==> src/design/dshift_sub_pkg.sv <==
// What this block does
// - Arithmetic right shift upper moves operand B right by the shift amount field plus 32 with bit 63 copied into the top.
// - Arithmetic right shift upper is decoded from major opcode 000000, bits 25..21 zero and function 111111.
// - Arithmetic right shift variable moves operand B right by operand A bits 5..0, copying bit 63 into the top.
// - Arithmetic right shift variable is decoded from major opcode 000000, bits 10..6 zero and function 010111.
// - Logical right shift fixed moves operand B right by the shift amount field (0 to 31) with zeros in the top.
// - Logical right shift fixed is decoded from major opcode 000000, bits 25..21 zero and function 111010.
// - Logical right shift upper moves operand B right by the shift amount field plus 32 with zeros in the top.
// - Logical right shift upper is decoded from major opcode 000000, bits 25..21 zero and function 111110.
// - Logical right shift variable moves operand B right by operand A bits 5..0 with zeros in the top.
// - Logical right shift variable is decoded from major opcode 000000, bits 10..6 zero and function 010110.
// - Checked subtract gives A minus B and on signed overflow suppresses the write and raises the overflow flag.
// - Checked subtract is decoded from opcode 000000, bits 10..6 zero, function 101110, and writes when no overflow.
// - Wrapping subtract always writes the modulo difference A minus B and never raises the overflow flag.
// - Wrapping subtract is decoded from major opcode 000000, bits 10..6 zero and function 101111.
// - A subtract that ignores overflow is plain 64-bit modulo arithmetic that never traps.
package dshift_sub_pkg;
  localparam int         DATA_W      = 64;
  localparam logic [5:0] OPC_SPECIAL = 6'h00;
  localparam logic [4:0] ZERO_FIELD  = 5'h00;
  localparam logic [5:0] FN_ARU      = 6'h3f; // Arith right shift upper
  localparam logic [5:0] FN_ARV      = 6'h17; // Arith right shift variable
  localparam logic [5:0] FN_LRF      = 6'h3a; // Logic right shift fixed
  localparam logic [5:0] FN_LRU      = 6'h3e; // Logic right shift upper
  localparam logic [5:0] FN_LRV      = 6'h16; // Logic right shift variable
  localparam logic [5:0] FN_CSUB     = 6'h2e; // Checked subtract
  localparam logic [5:0] FN_WSUB     = 6'h2f; // Wrapping subtract
  localparam logic [5:0] UPPER_OFS   = 6'h20; // Added for the upper shifts
  localparam logic [63:0] RESULT_RST = 64'h0;

  // Decoded instruction fields from the decode stage
  typedef struct packed {
    logic       valid;
    logic [5:0] opcode;
    logic [4:0] operand_a_select;
    logic [4:0] operand_b_select;
    logic [4:0] dest_select;
    logic [4:0] shift_amount_field;
    logic [5:0] funct;
  } instr_t;

  // Answer handed to write back
  typedef struct packed {
    logic        write_en;
    logic        overflow_exc;
    logic [4:0]  dest_select;
    logic [63:0] result;
  } answer_t;
endpackage : dshift_sub_pkg

==> src/design/dword_shift_right_subtract_alu.sv <==
`timescale 1ns/1ps
module dword_shift_right_subtract_alu
  import dshift_sub_pkg::*;
(
  input  wire logic        clk_sys,
  input  wire logic        rst,
  input  wire instr_t      instr,
  input  wire logic [63:0] operand_a,
  input  wire logic [63:0] operand_b,
  output answer_t          answer
);

  answer_t     ans_reg;
  answer_t     ans_next;
  logic        is_special;
  logic        hi_zero;
  logic        mid_zero;
  logic [5:0]  shamt;
  logic        arith;
  logic        is_shift;
  logic        is_csub;
  logic        is_wsub;
  logic [63:0] diff;
  logic        ovf;
  logic [63:0] shifted;

  // Decode; shifts with a fixed amount need bits 25..21 clear
  always_comb begin
    is_special = instr.valid && (instr.opcode == OPC_SPECIAL);
    hi_zero    = (instr.operand_a_select == ZERO_FIELD);
    mid_zero   = (instr.shift_amount_field == ZERO_FIELD);
    is_shift   = 1'b0;
    arith      = 1'b0;
    shamt      = {1'b0, instr.shift_amount_field};
    is_csub    = 1'b0;
    is_wsub    = 1'b0;
    if (is_special) begin
      case (instr.funct)
        FN_ARU: begin
          is_shift = hi_zero;
          arith    = 1'b1;
          shamt    = UPPER_OFS | {1'b0, instr.shift_amount_field};
        end
        FN_ARV: begin
          is_shift = mid_zero;
          arith    = 1'b1;
          shamt    = operand_a[5:0];
        end
        FN_LRF: begin
          is_shift = hi_zero;
        end
        FN_LRU: begin
          is_shift = hi_zero;
          shamt    = UPPER_OFS | {1'b0, instr.shift_amount_field};
        end
        FN_LRV: begin
          is_shift = mid_zero;
          shamt    = operand_a[5:0];
        end
        FN_CSUB: is_csub = mid_zero;
        FN_WSUB: is_wsub = mid_zero;
        default: is_shift = 1'b0;
      endcase
    end
  end

  // Shared barrel shifter; sign fill only for the arithmetic forms
  always_comb begin
    if (arith) begin
      shifted = $signed(operand_b) >>> shamt;
    end else begin
      shifted = operand_b >> shamt;
    end
  end

  // One subtractor serves both forms; overflow when signs differ
  // and the result sign differs from operand A
  always_comb begin
    diff = operand_a - operand_b;
    ovf  = (operand_a[63] != operand_b[63]) && (diff[63] != operand_a[63]);
  end

  // Next answer; unknown functions write nothing
  always_comb begin
    ans_next              = '0;
    ans_next.dest_select  = instr.dest_select;
    if (is_shift) begin
      ans_next.write_en = 1'b1;
      ans_next.result   = shifted;
    end else if (is_csub) begin
      ans_next.write_en     = !ovf;
      ans_next.overflow_exc = ovf;
      ans_next.result       = diff;
    end else if (is_wsub) begin
      ans_next.write_en = 1'b1;
      ans_next.result   = diff;
    end
  end

  // Single execute stage register
  always_ff @(posedge clk_sys) begin
    if (rst) begin
      ans_reg <= '0;
    end else begin
      ans_reg <= ans_next;
    end
  end

  assign answer = ans_reg;

  // Second overflow method through a sign-extended difference; the trap
  // checks below lean on it, so a broken ovf term cannot hide itself
  logic [64:0] wide_diff;
  logic        wide_ovf;
  always_comb begin
    wide_diff = {operand_a[63], operand_a} - {operand_b[63], operand_b};
    wide_ovf  = wide_diff[64] != wide_diff[63];
  end
endmodule : dword_shift_right_subtract_alu

==> config.mk <==
export PLATFORM = sky130hd
export DESIGN_NAME = dword_shift_right_subtract_alu
export DESIGN_NICKNAME = d
export VERILOG_FILES = /design/src/design/dshift_sub_pkg.sv /design/src/design/dword_shift_right_subtract_alu.sv
export SDC_FILE = /design/constraint.sdc
export NUM_CORES = 1
export LEC_CHECK = 0
export BUFFER_PORTS_ARGS = -buffer_cell sky130_fd_sc_hd__buf_4
export CAP_MARGIN = 20
export CORE_AREA = 3 3 145 147
export CTS_BUF_LIST = sky130_fd_sc_hd__clkbuf_8
export CTS_CLUSTER_DIAMETER = 80
export DETAILED_ROUTE_END_ITERATION = 10
export DIE_AREA = 0 0 148 150
export HOLD_SLACK_MARGIN = 0.12
export PLACE_DENSITY = 0.81
export SETUP_SLACK_MARGIN = 0.3
export SLEW_MARGIN = 20
export SYNTH_ARGS = -nofsm -noshare
export SYNTH_HDL_FRONTEND = slang
export SYNTH_SLANG_ARGS = --single-unit
export TNS_END_PERCENT = 10
==> constraint.sdc <==
create_clock -name clk_sys -period 3.65 [get_ports clk_sys]
set_input_delay 0.1825 -clock clk_sys [delete_from_list [all_inputs] [get_ports clk_sys]]
set_output_delay 0.1825 -clock clk_sys [all_outputs]
set_load 0.01 [all_outputs]
# After elaboration in Yosys (flattened, before gate mapping)
# Cells that the tools add are included.
# word_totals
reg_bits,71
romBits,0
latch_bits,0
n_memories,0
inputBits,163
ram_bits,0
word_cells,45
output_inout_bits,71
# classes
magnitude_cmp,0
div,0
n_mul,0
addsub,1
n_shift,2
bitwise,1
n_mux,17
n_eq_ne,9
n_reduce_logical,11
# ops
cell,count
two-way mux 64 bit,4
>> shifter 64 x 6 -> 64 bit,1
>>> shifter 64 x 6 -> 64 bit,1
subtractor 64 bit,1
"equality test 6 bit, second input constant",5
"equality test 6 x 5 -> 1 bit, second input constant",2
case mux 6 bit (2 select lines),1
zero test 5 bit,2
two-way mux 1 bit,10
zero test 6 bit,1
two-way mux 6 bit,1
OR reduction 2 bit,3
OR reduction 3 bit,2
logical AND 1 bit,2
!= test 1 bit,2
case mux 1 bit (2 select lines),1
zero test 1 bit,1
NOT 1 bit,1

# Depth between registers and ports, before layout
# depth
word_depth,7
ltp_mapped,14
depth_no_buf,13

# Worst setup path before layout
# No wires, ideal clock.
# synth_path
kind,input -> register
from,input port operand_a[0]
to,"register ans_reg, in the netlist answer[56]"
required_ns,3.520
path_buffers,1
setup_time_ns,0.130
slack_ns,0.575
path_stages,14
arrival_ns,2.945
path_cell_list,buf_1 -> inv_1 -> ha_1 -> fa_1 -> nor2b_1 -> o211ai_1 -> a211oi_1 -> o31ai_1 -> a21oi_1 -> a31o_2 -> a31oi_1 -> o21ai_0 -> xnor2_1 -> o21ai_0
# synth_via
elab_chain_cells,5
word_cells_on_any_way,9
classes_between,add/sub (1); shift (2); mux (6)
# synth_rtl
item,line_no,rtl
"start, declared",dword_shift_right_subtract_alu.sv:8,"input wire logic [63:0] operand_a,"
branches (longest 4 deep; another with subtractor 64 bit),--,
two-way mux 64 bit (*),dword_shift_right_subtract_alu.sv:87,if (is_shift) begin
"end signal, assigned",dword_shift_right_subtract_alu.sv:105,ans_reg <= ans_next;
"end, declared",dword_shift_right_subtract_alu.sv:13,answer_t ans_reg;
# Mark *: on every way between the ends.
# A chain may end at the register's enable or synchronous reset.

# Worst setup path in the final report
# layout_path
from,input port instr[27] (netlist bit)
to,"register ans_reg, in the netlist answer[2]"
# layout_via
elab_chain_cells,6
word_cells_on_any_way,13
classes_between,shift (2); mux (9); reduce/logical (2)
# layout_rtl
item,line_no,rtl
"start, declared",dword_shift_right_subtract_alu.sv:7,"input wire instr_t instr,"
zero test 6 bit (*),dword_shift_right_subtract_alu.sv:29,is_special = instr.valid && (instr.opcode == OPC_SPECIAL);
logical AND 1 bit (*),dword_shift_right_subtract_alu.sv:29,
two-way mux 6 bit / two-way mux 1 bit (equally long branches),dword_shift_right_subtract_alu.sv:37,if (is_special) begin
>> shifter 64 x 6 -> 64 bit (tied with other cells),dword_shift_right_subtract_alu.sv:72,shifted = operand_b >> shamt;
"two-way mux 64 bit, on equally long branches","dword_shift_right_subtract_alu.sv:69, dword_shift_right_subtract_alu.sv:90",
two-way mux 64 bit (*),dword_shift_right_subtract_alu.sv:87,
# Every way passes the cells marked *; elsewhere a longest branch is shown, timed or not.

==> metrics <==
maximum VDD drop=0.000146 V; Worst EP arrival=3620 ps; Yosys cell types=85; core area=20000 µm²; placed insts=2100; Die Ht=150 µm; Req. time, crit path=3900 ps; HP Class=primary input to flip-flop; crit share post-route=0.923; Synth async-reset ratio=0; clock slew at reported path FFs=70 ps; share of total power in combinational logic=0.605; layout cell share with drive strength beyond 1=0.231; Root Driver=clkbuf_8; Fmax=0.297 GHz; HPWL after DPL=43.8 mm; Routed WL=54.9 mm; endpoints failing setup=0; nets@finish=2074; post-route ant nets=0; post-synthesis area per instance=7.29 µm²; Die ar.=22200 µm²; Post-Layout Cell Count=2121; clock network power share=0.176; commonest non-fill, non-tap cell in the layout=buf_4; Ys Warns=0; Starting Density=0.580; Leak=6.70 nW; max FFs per register=71; Final Max Tran Viols=0; pin count of the biggest net entering global routing=48; Psw=1.64 mW; CTS sink cnt=71; crit path max fanout=21; switching share of power=0.461; Layout area overhead=23.8%; Slew headroom=0.328; status=finished, final reports clean; # IOs=234; sequential fraction of the synthesis area=0.122; critical-path cell list=buf_4 > nor3_1 > a41oi_2 > buf_4 > a21o_1 > buf_12 > mux2i_1 > buf_4 > o2bb2ai_1 > a211oi_1 > o2111a_1 > a221oi_1; setup TNS=0 ps; commonest cells after routing, fill and taps aside=buf_4 (339), nand2_1 (181), a21oi_1 (137); gr ovfl total=0; Finished Core Util=0.718; via count=15000; initial antenna violation count=3; number of global-route vias before repair=13600; internal power=1.91 mW; critical path endpoint category=flip-flop; Worst Setup Path Type=primary input to flip-flop; GPL Wtd Cong=1.14; number of flops mapped to enable cells by yosys=0; first-pass GRT wire length=80.2 mm; final hold viol count=0; Tot Pwr=3.55 mW; Slew @ Worst Pin=1010 ps; Max Root-Sink Buffers=2; violation count after the first detailed-routing iteration=2272; setup slack after layout=282 ps; unrepaired setup endpoints after global routing=yes; min Tclk post-route=3370 ps; synthesized flop and latch total=71; Synth Cell Area=11600 µm²; H-tree depth=3; # diodes=0; # Max-Cap Violations=0; synthesized net count=1822; DRC errors left=0; CP startpoint kind=primary input; cell mode on critical path=buf_4; max incr delay on CP=790 ps; drt wl/cell=25.9 µm; GRT Util Overall=0.467; CTS buffer count=9; row cnt=52; part of the power in registers=0.219; CTS tree=built; Top FF cell, synth=dfxtp_1; I/O Buffers=228; pwr dens=247 nW/µm²; Place WS=26.1 ps; Slowest-stage cell, CP=o2bb2ai_1; Vias/cell=7.07; First-pass DRT Iterations=6; chip width=148 µm; Syn Inst Count=1595
## through the flow
stage	hold WS, ps	cell area (µm²)
2_1_floorplan	262	11600
3_3_place_gp	397	14100
3_5_place_dp	404	14100
4_1_cts	136	14400
5_1_grt	163	14400
6_report	146	14400
## power groups by stage
stage          clock (mW)  combinational (mW)  sequential (mW)
3_3_place_gp            0                1.98            0.796
6_report            0.624                2.15            0.778
3_5_place_dp            0                2.00            0.796
5_1_grt             0.651                2.23            0.778
2_1_floorplan           0                1.19            0.797
4_1_cts             0.618                2.02            0.778
## routing by layer
layer | part of all wire | GRT usage
met1 | 0.36 | 0.578
met3 | 0.16 | 0.180
met5 | 0.00042 | 0
met4 | 0.069 | 0.242
met2 | 0.41 | 0.706
## area by class of cell
class	instances	area (µm²)
multi-input combinational	1330	9360
tap	270	338
fill	1687	5650
timing repair buffer	354	2790
sequential	71	1420
clock buffer	9	124
clock inverter	6	61.3
inverter	81	304
## worst max-delay path, delay by kind of cell
kind	cells	cell delay, ps
AOI/OAI and AO/OA	6	2210
muxes	1	150
buffers and inverters	4	700
and+or+nand+nor	1	360
## synthesized netlist by cell type (all sizes together), types with 14 or more instances
| cell type | count | area share |
|---|---|---|
| a211oi | 45 | 0.029 |
| clkbuf | 65 | 0.021 |
| o21a | 17 | 0.011 |
| a21o | 55 | 0.036 |
| a31oi | 31 | 0.017 |
| nor2 | 99 | 0.032 |
| o22ai | 39 | 0.022 |
| xor2 | 28 | 0.021 |
| o211ai | 17 | 0.011 |
| buf | 48 | 0.030 |
| nand2 | 181 | 0.058 |
| and2 | 14 | 0.0075 |
| and3 | 18 | 0.010 |
| a21oi | 138 | 0.059 |
| nor3 | 22 | 0.0099 |
| ha | 63 | 0.068 |
| nand2b | 14 | 0.0075 |
| nand4 | 18 | 0.0097 |
| xnor2 | 33 | 0.025 |
| inv | 81 | 0.026 |
| nand3 | 31 | 0.013 |
| mux2i | 143 | 0.13 |
| dfxtp | 71 | 0.12 |
| a22oi | 18 | 0.012 |
| mux4 | 14 | 0.027 |
| mux2 | 18 | 0.018 |
| o21ai | 110 | 0.047 |
## what timing repair did
action	4_1_cts	5_1_grt
buffers inserted	0	0
hold endpoints to repair	6	0
hold buffers	6	0
gates resized for setup	0	3
setup endpoints to repair	0	13
## cells by family after synthesis
kind of cell,share of synthesized area
AND/OR/NAND/NOR,0.173
XOR/XNOR,0.0460
adder cells (fa/ha/maj),0.0695
multiplexers,0.172
buffers and inverters,0.0776
flip-flops,0.122
AO/OA/AOI/OAI,0.340
## final timing paths
path,from,to,cells past startpoint
min,rst,answer[67]$_SDFF_PP0_,2
max,instr[27],answer[2]$_SDFF_PP0_,12
Note: power is estimated with default switching activity, not from simulation.
